**src/cmps_pkg.sv**
```systemverilog
package cmps_pkg;
  // Clock rate and timer lengths
  localparam int unsigned CLK_HZ       = 50_000_000;
  localparam int unsigned CONFIRM_MS   = 125;
  localparam int unsigned CONFIRM_CYC  = (CLK_HZ / 1000) * CONFIRM_MS;
  // Feedback divider and analog levels in mV, kept for reference by the comparators, then the timer width
  localparam int unsigned FB_DIV_RATIO = 3;
  localparam int unsigned PEAK_MV      = 1000;
  localparam int unsigned SKIP_MV      = 750;
  localparam int unsigned SKIP_HYST_MV = 100;
  localparam int unsigned EXIT_MV      = 1250;
  localparam int unsigned TMR_W        = 24;
  // Control states
  typedef enum logic [1:0] {
    CMPS_RUN,
    CMPS_SKIP,
    CMPS_STANDBY,
    CMPS_FAULT
  } cmps_state_e;
endpackage

```
**src/cmps_timer_if.sv**
```systemverilog
`timescale 1ns/1ps
interface cmps_timer_if #(parameter int W = 24);
  logic run;
  logic expired;
  modport ctrl (output run, input expired);
  modport tmr  (input run, output expired);
endinterface

```
**src/cmps_confirm_timer.sv**
```systemverilog
`timescale 1ns/1ps
// Counts while run is high; clears at once when run drops, so it restarts from zero
module cmps_confirm_timer #(
  parameter int unsigned CYCLES = 24'd6250000,
  parameter int unsigned W      = 24
) (
  // Clock and reset
  input  wire logic clk_i,
  input  wire logic rst_i,
  // Control
  cmps_timer_if.tmr t
);
  logic [W-1:0] cnt_q;

  // Elaboration check: the counter must reach the full length
  if (CYCLES < 1 || CYCLES >= (1 << W)) begin : g_len_chk
    $error("timer length does not fit");
  end

  // Count up, hold at terminal, clear when condition goes away
  always_ff @(posedge clk_i) begin
    if (rst_i || !t.run) begin
      cnt_q     <= '0;
      t.expired <= 1'b0;
    end else if (cnt_q != W'(CYCLES - 1)) begin
      cnt_q <= cnt_q + W'(1);
    end else begin
      t.expired <= 1'b1;
    end
  end
endmodule

```
**src/cmps_pwm_ctrl.sv**
```systemverilog
`timescale 1ns/1ps
// How it works
// - Oscillator sets drive, current crossing clears it
// - Sense compared with feedback divided by three
// - Peak sense clamped at 1.0 V
// - Feedback below 25% blanks drive pulses
// - Skip comparator has 100 mV hysteresis
// - Light load confirmed 125 ms opens PFC switch
// - Nominal load keeps PFC switch closed
// - Standby and overload disable PFC supply
// - Skipping under 1.25 V in standby keeps PFC off
// - Above 1.25 V leaves skip, resumes switching
// - Leaving standby closes PFC switch immediately
// - Error flag held 125 ms stops drive
module cmps_pwm_ctrl #(
  parameter int unsigned CONFIRM_CYC = cmps_pkg::CONFIRM_CYC
) (
  // Clock and reset
  input  wire logic clk_i,
  input  wire logic rst_i,
  // Oscillator and comparators
  input  wire logic osc_tick_i,       // One-cycle pulse at each oscillator clock
  input  wire logic cs_over_fb_i,     // Sense above feedback/3
  input  wire logic cs_over_peak_i,   // Sense above 1.0 V clamp; also the error flag
  input  wire logic fb_below_skip_i,  // Skip comparator, hysteresis in the analog path
  input  wire logic fb_above_exit_i,  // Feedback above 1.25 V
  // Outputs
  output logic      gate_drive_o,
  output logic      pfc_supply_switch_o,  // High closes switch, feeding pfc_supply_output
  output logic      skip_active_o,
  output logic      fault_stop_o
);
  // Load state and latched flags
  cmps_pkg::cmps_state_e state_q;
  logic                  err_q;
  logic                  skip_q;
  // Decoded state
  logic                  in_run;
  logic                  in_skip;
  logic                  in_standby;
  // Drive latch terms and exit request
  logic                  drive_clr;
  logic                  drive_set;
  logic                  exit_req;
  // Timer run conditions
  logic                  light_run;
  logic                  fault_run;
  // Timer handshakes
  cmps_timer_if #(.W(cmps_pkg::TMR_W)) lt_if ();
  cmps_timer_if #(.W(cmps_pkg::TMR_W)) ft_if ();

  // Elaboration check: the timer must hold the full confirmation count
  if (CONFIRM_CYC < 1 || CONFIRM_CYC >= (1 << cmps_pkg::TMR_W)) begin : g_cyc_chk
    $error("confirmation length does not fit the timer");
  end

  // State decode, shared by the light-load timer and the PFC switch
  function automatic logic st_is(input cmps_pkg::cmps_state_e s,
                                 input cmps_pkg::cmps_state_e want);
    return s == want;
  endfunction

  // Decoded load state
  assign in_run     = st_is(state_q, cmps_pkg::CMPS_RUN);
  assign in_skip    = st_is(state_q, cmps_pkg::CMPS_SKIP);
  assign in_standby = st_is(state_q, cmps_pkg::CMPS_STANDBY);

  // Leaving skip or standby needs feedback above 1.25 V; the skip level alone
  // is not enough, which keeps burst ripple from toggling the PFC supply
  assign exit_req = fb_above_exit_i;

  // Clear terms: feedback/3 crossing, 1.0 V clamp, confirmed fault
  // They win over the oscillator set when both land in one cycle
  assign drive_clr = err_q || cs_over_fb_i || cs_over_peak_i;
  // Set term: oscillator clock, blanked while skipping or below skip level
  assign drive_set = osc_tick_i && !skip_q && !fb_below_skip_i;

  // Light-load timer runs only while skipping with feedback below the skip level;
  // any rise above it drops run and the timer starts again from zero
  assign light_run = skip_q && fb_below_skip_i && in_skip;
  // Fault timer runs while the error flag is high; a short flag never stops drive
  assign fault_run = cs_over_peak_i && !err_q;
  assign lt_if.run = light_run;
  assign ft_if.run = fault_run;

  // Light-load confirmation timer
  cmps_confirm_timer #(.CYCLES(CONFIRM_CYC), .W(cmps_pkg::TMR_W)) u_light (
    .clk_i (clk_i),
    .rst_i (rst_i),
    .t     (lt_if.tmr)
  );

  // Overload confirmation timer
  cmps_confirm_timer #(.CYCLES(CONFIRM_CYC), .W(cmps_pkg::TMR_W)) u_fault (
    .clk_i (clk_i),
    .rst_i (rst_i),
    .t     (ft_if.tmr)
  );

  // Skip flag is set by the hysteretic comparator; only the exit level clears it
  // The hysteresis sits in the analog path, so no filtering is done here
  always_ff @(posedge clk_i) begin
    if (rst_i) begin
      skip_q <= 1'b0;
    end else if (exit_req) begin
      skip_q <= 1'b0;
    end else if (fb_below_skip_i) begin
      skip_q <= 1'b1;
    end
  end

  // Fault latch: stays set until supply restart
  // The flag must still be high at expiry, or nothing is latched
  always_ff @(posedge clk_i) begin
    if (rst_i) begin
      err_q <= 1'b0;
    end else if (ft_if.expired && cs_over_peak_i) begin
      err_q <= 1'b1;
    end
  end

  // Load state machine
  // Run to skip on the skip flag, skip to standby on confirmed light load,
  // standby back to run on the exit level, any state to fault on overload
  always_ff @(posedge clk_i) begin
    if (rst_i) begin
      state_q <= cmps_pkg::CMPS_RUN;
    end else begin
      case (state_q)
        cmps_pkg::CMPS_RUN: begin
          if (err_q) begin
            state_q <= cmps_pkg::CMPS_FAULT;
          end else if (skip_q) begin
            state_q <= cmps_pkg::CMPS_SKIP;
          end
        end
        cmps_pkg::CMPS_SKIP: begin
          if (err_q) begin
            state_q <= cmps_pkg::CMPS_FAULT;
          end else if (!skip_q) begin
            state_q <= cmps_pkg::CMPS_RUN;
          end else if (lt_if.expired) begin
            state_q <= cmps_pkg::CMPS_STANDBY;
          end
        end
        cmps_pkg::CMPS_STANDBY: begin
          if (err_q) begin
            state_q <= cmps_pkg::CMPS_FAULT;
          end else if (exit_req) begin
            state_q <= cmps_pkg::CMPS_RUN;
          end
        end
        cmps_pkg::CMPS_FAULT: begin
          state_q <= cmps_pkg::CMPS_FAULT;
        end
        default: begin
          state_q <= cmps_pkg::CMPS_RUN;
        end
      endcase
    end
  end

  // Drive latch: set by oscillator, reset by current crossing
  // Held off after a clear until the next oscillator clock
  always_ff @(posedge clk_i) begin
    if (rst_i) begin
      gate_drive_o <= 1'b0;
    end else if (drive_clr) begin
      gate_drive_o <= 1'b0;
    end else if (drive_set) begin
      gate_drive_o <= 1'b1;
    end
  end

  // PFC supply switch: closed in run and skip, open in standby or fault
  // Skip alone keeps it closed: only a confirmed light load or a fault opens it
  always_ff @(posedge clk_i) begin
    if (rst_i) begin
      pfc_supply_switch_o <= 1'b1;
    end else if (err_q) begin
      pfc_supply_switch_o <= 1'b0;
    end else if (in_standby && exit_req) begin
      pfc_supply_switch_o <= 1'b1;
    end else if (in_standby) begin
      pfc_supply_switch_o <= 1'b0;
    end else if (in_run) begin
      pfc_supply_switch_o <= 1'b1;
    end
  end

  // Skip status, one cycle behind the internal flag
  always_ff @(posedge clk_i) begin
    if (rst_i) begin
      skip_active_o <= 1'b0;
    end else begin
      skip_active_o <= skip_q;
    end
  end

  // Fault status, held until reset
  always_ff @(posedge clk_i) begin
    if (rst_i) begin
      fault_stop_o <= 1'b0;
    end else begin
      fault_stop_o <= err_q;
    end
  end
endmodule

```
**config.mk**
```make
export PLATFORM = sky130hd
export DESIGN_NAME = cmps_pwm_ctrl
export DESIGN_NICKNAME = d
export VERILOG_FILES = /design/src/cmps_pkg.sv /design/src/cmps_timer_if.sv /design/src/cmps_confirm_timer.sv /design/src/cmps_pwm_ctrl.sv
export SDC_FILE = /design/constraint.sdc
export NUM_CORES = 1
export LEC_CHECK = 0
export BUFFER_PORTS_ARGS = -buffer_cell sky130_fd_sc_hd__buf_2
export CORE_ASPECT_RATIO = 0.9
export CORE_MARGIN = 3
export CORE_UTILIZATION = 42
export DETAILED_ROUTE_END_ITERATION = 16
export PLACE_DENSITY = 0.65
export SLEW_MARGIN = 5
export SYNTH_ARGS = -nofsm -noshare
export SYNTH_HDL_FRONTEND = slang
export SYNTH_SLANG_ARGS = --single-unit
```
**constraint.sdc**
```tcl
create_clock -name clk_i -period 3.2 [get_ports clk_i]
set_input_delay 0.32 -clock clk_i [delete_from_list [all_inputs] [get_ports clk_i]]
set_output_delay 0.32 -clock clk_i [all_outputs]
set_load 0.005 [all_outputs]
```
==> reports/metrics.cfg <==
[worst_setup_path]
regToRegSetupSlack_ps=1190
critPathMaxStageDelay_ps=660
slowest_stage=or4_4
path_delay_family=simple AND/OR/NAND/NOR gates
crit_required_ps=3460
cp_num_buf_inv=0
critPathCaptureType=register
cp-start-kind=register
path_cells=nand4_2 -> or4_4 -> or4_1 -> a21oi_1
r2r_end=u_fault.cnt_q[23]$_SDFFE_PP0P_
rr_worst_depth=4
crit_fanout=14
crit_type=register to register
worstReg2RegStart=u_fault.cnt_q[9]$_SDFFE_PP0P_
arrival_ps=2280

[die]
core_area_mm2=0.005921
row_count=26
die_x_um=90.28
dieArea_mm2=0.007390
io_pins=11
die_height_um=81.86
initial_core_util_pct=45.35

[layout]
seq_area_mm2=0.001161
final_common_cell=dfxtp_1
fin_area_mm2=0.002958
area_growth_pct=10.16
final_util_pct=49.96
diodes=0
nets=326
mostFrequentLayoutCells=58 x dfxtp_1, 30 x nand2_1, 28 x nor2_1
final.fill_count=609
drive_gt1_share_pct=9.969
multiInputGateArea_mm2=0.001453

[cts]
cts.sinks=58
clk_path_buf_depth=2
clkSlewWorstSetupHoldPaths_ps=60
cts_setup_buffers=0
cts_tree=yes
numCtsBuffers=9
clock-root-buffer=clkbuf_8
htreeDepth=3
postCtsResizedCells=0
clk_latency_ps=340
ctsHoldBuffers=0

[pwr]
p_sw_share_pct=22.12
pwr-share-comb_pct=1.6
power_frac_clock_pct=44.3
switchingPower_mw=0.2978
p_int_mw=1.048
seq_power_share_pct=54.1
p_leak_nw=0.9897
ir_drop_mv=0.3300
cellPowerDensity_mw_per_mm2=455.1

[detailed_routing]
ant_nets=0
routed_wl_um=5451
drt-initial-drc-count=119
viasPerCell=5.538
dr.pass1.iters=4
vias=2243
drc=0
post_drt_wl_per_cell_um=13.46

[timing]
hold_viol=0
tns_ps=0
setup_viol=0
fin_crit_ps=2015
slew-limit-headroom_pct=44.40
final.period_utilization_pct=62.96
max_freq_ghz=0.4964
tightest_slew_ps=832.2
maxSlewViolCount=0
finalClockSkew_ps=6.735
rsz0062_at_grt=false

[yosys]
synthXorXnorAreaFrac_pct=6.524
yosys-top-cells-area=dfxtp_1 43%, xor2_1 4.9%, a21oi_1 4.5%
yosysTopAreaCellShare_pct=43.24
ys_ff_latch=58
syn-num-nets=318
synth_cells=309
synth-compound-area-share_pct=12.81
yosysTopAreaCell=dfxtp_1
synth_mux_area_share_pct=1.864
yosys.area_share.simple_pct=31.97
syn_avg_cell_area_um2=8.690
yosys_warnings=0
ys_seq_area_share_pct=43.24
ys_types=42
synthAdderAreaFrac_pct=0.9320
synth_top_family_by_area=simple AND/OR/NAND/NOR gates
syn_area_mm2=0.002685

[min_path]
worstHoldPathCells=2
min_path_type=primary input to register
worstHoldStart=fb_above_exit_i
hold_end=skip_q$_SDFFE_PP0P_

[flow_run]
max_cap_viol_count=0

[grt]
antenna_found_initial=0
grt_pass1_wl_um=9480
grt_usage_pct=16.07
grt_overflow=0
grt_max_degree=24
grt_pass1_vias=2111

[place]
hpwl_um=3736
placed_area_mm2=0.002788
routabilityCongestion=0.8187
io_buffers=10

[status]
outcome=finished, final reports clean

-- kinds of logic (layout without fill, tap and decap cells) --
family / count (synthesis) / in the layout
buf+inv: 17 / 29
xor+xnor: 20 / 20
flops: 58 / 58
simple gates: 152 / 152
compound gates: 55 / 55
fa+ha+maj: 2 / 2
mux: 5 / 5
-- worst max-delay path by stage --
| stage | from | endpoint | slack (ps) | cells past startpoint |
|---|---|---|---|---|
| after floorplan | u_fault.cnt_q[10]$_SDFFE_PP0P_ | u_fault.cnt_q[22]$_SDFFE_PP0P_ | 1300 | 5 |
| after global placement | u_fault.cnt_q[9]$_SDFFE_PP0P_ | u_fault.cnt_q[19]$_SDFFE_PP0P_ | 1280 | 4 |
| after detailed placement | u_fault.cnt_q[9]$_SDFFE_PP0P_ | u_fault.cnt_q[23]$_SDFFE_PP0P_ | 1200 | 4 |
| after CTS | u_fault.cnt_q[9]$_SDFFE_PP0P_ | u_fault.cnt_q[23]$_SDFFE_PP0P_ | 1190 | 4 |
| after global routing | u_fault.cnt_q[9]$_SDFFE_PP0P_ | u_fault.cnt_q[19]$_SDFFE_PP0P_ | 1050 | 4 |
| final | u_fault.cnt_q[9]$_SDFFE_PP0P_ | u_fault.cnt_q[23]$_SDFFE_PP0P_ | 1190 | 4 |
-- metal layers --
metal  vias up  wire [um]  GRT usage (%)
met2        46       2325          25.80
met4         0        112          8.257
met1      1028       2804          20.24
li1       1158          -              -
met3        11        209          4.121
met5         -          0              0
-- power groups by stage --
stage          combinational [mW]  clock, mW  sequential, mW
5_1_grt                    0.0243      0.638           0.728
6_report                   0.0217      0.596           0.728
4_1_cts                    0.0218      0.607           0.728
2_1_floorplan              0.0141          0           0.744
3_5_place_dp               0.0219          0           0.744
3_3_place_gp               0.0214          0           0.744
-- cell usage after synthesis --
library cell	instances
dfxtp_1	58
nand2_1	30
nor2_1	28
a21oi_1	24
nand3_1	17
or4_1	16
xor2_1	15
clkbuf_1	12
nand4_1	12
o31ai_1	10
and4_1	9
nor4_1	7
o211ai_1	7
nor3_1	6
and3_1	5
mux2i_1	5
nand2b_1	5
xnor2_1	5
a21boi_0	4
o21ai_0	4
a21o_1	3
inv_1	3
ha_1	2
nand3b_1	2
nor2b_1	2
nor4bb_1	2
a21bo_2	1
a31oi_1	1
and2_1	1
and4_2	1
and4b_1	1
buf_1	1
buf_6	1
nand2_2	1
nand4_2	1
nand4b_1	1
nor3b_1	1
nor4b_1	1
o21bai_1	1
or3_2	1
or3b_2	1
or4_4	1
-- layout make-up --
type / instances / area share, %
flip-flops and latches: 58 / 39.26
inverters: 3 / 0.3807
clock buffers: 12 / 5.245
repair buffers: 11 / 1.946
multi-input cells: 234 / 49.11
clock inverters: 3 / 0.5076
well taps: 84 / 3.553
-- flip-flops by register name, indices dropped and copies added, names as in the netlist --
register	cells
u_fault.cnt_q	24
pfc_supply_switch_o	1
fault_stop_o	1
skip_active_o	1
u_light.cnt_q	24
u_fault.t.expired	1
skip_q	1
u_light.t.expired	1
err_q	1
gate_drive_o	1
state_q	2
-- worst reg2reg max path: cells and delay by family (launching register included) --
| kind | cells | cell delay (ps) |
|---|---|---|
| simple gates | 3 | 1360 |
| flops | 1 | 440 |
| compound gates | 1 | 150 |
-- metrics by stage --
step	worst slack [ps]	cells	power [mW]	hold slack, ps
floorplan	1300	309	0.7578	399.3
detailed placement	1195	390	0.7662	462.5
global placement	1282	390	0.7656	465.0
CTS	1186	405	1.357	146.0
finish	1185	405	1.346	156.4
global route	1050	405	1.390	155.9
No activity file was read; power rests on OpenSTA's default activity.
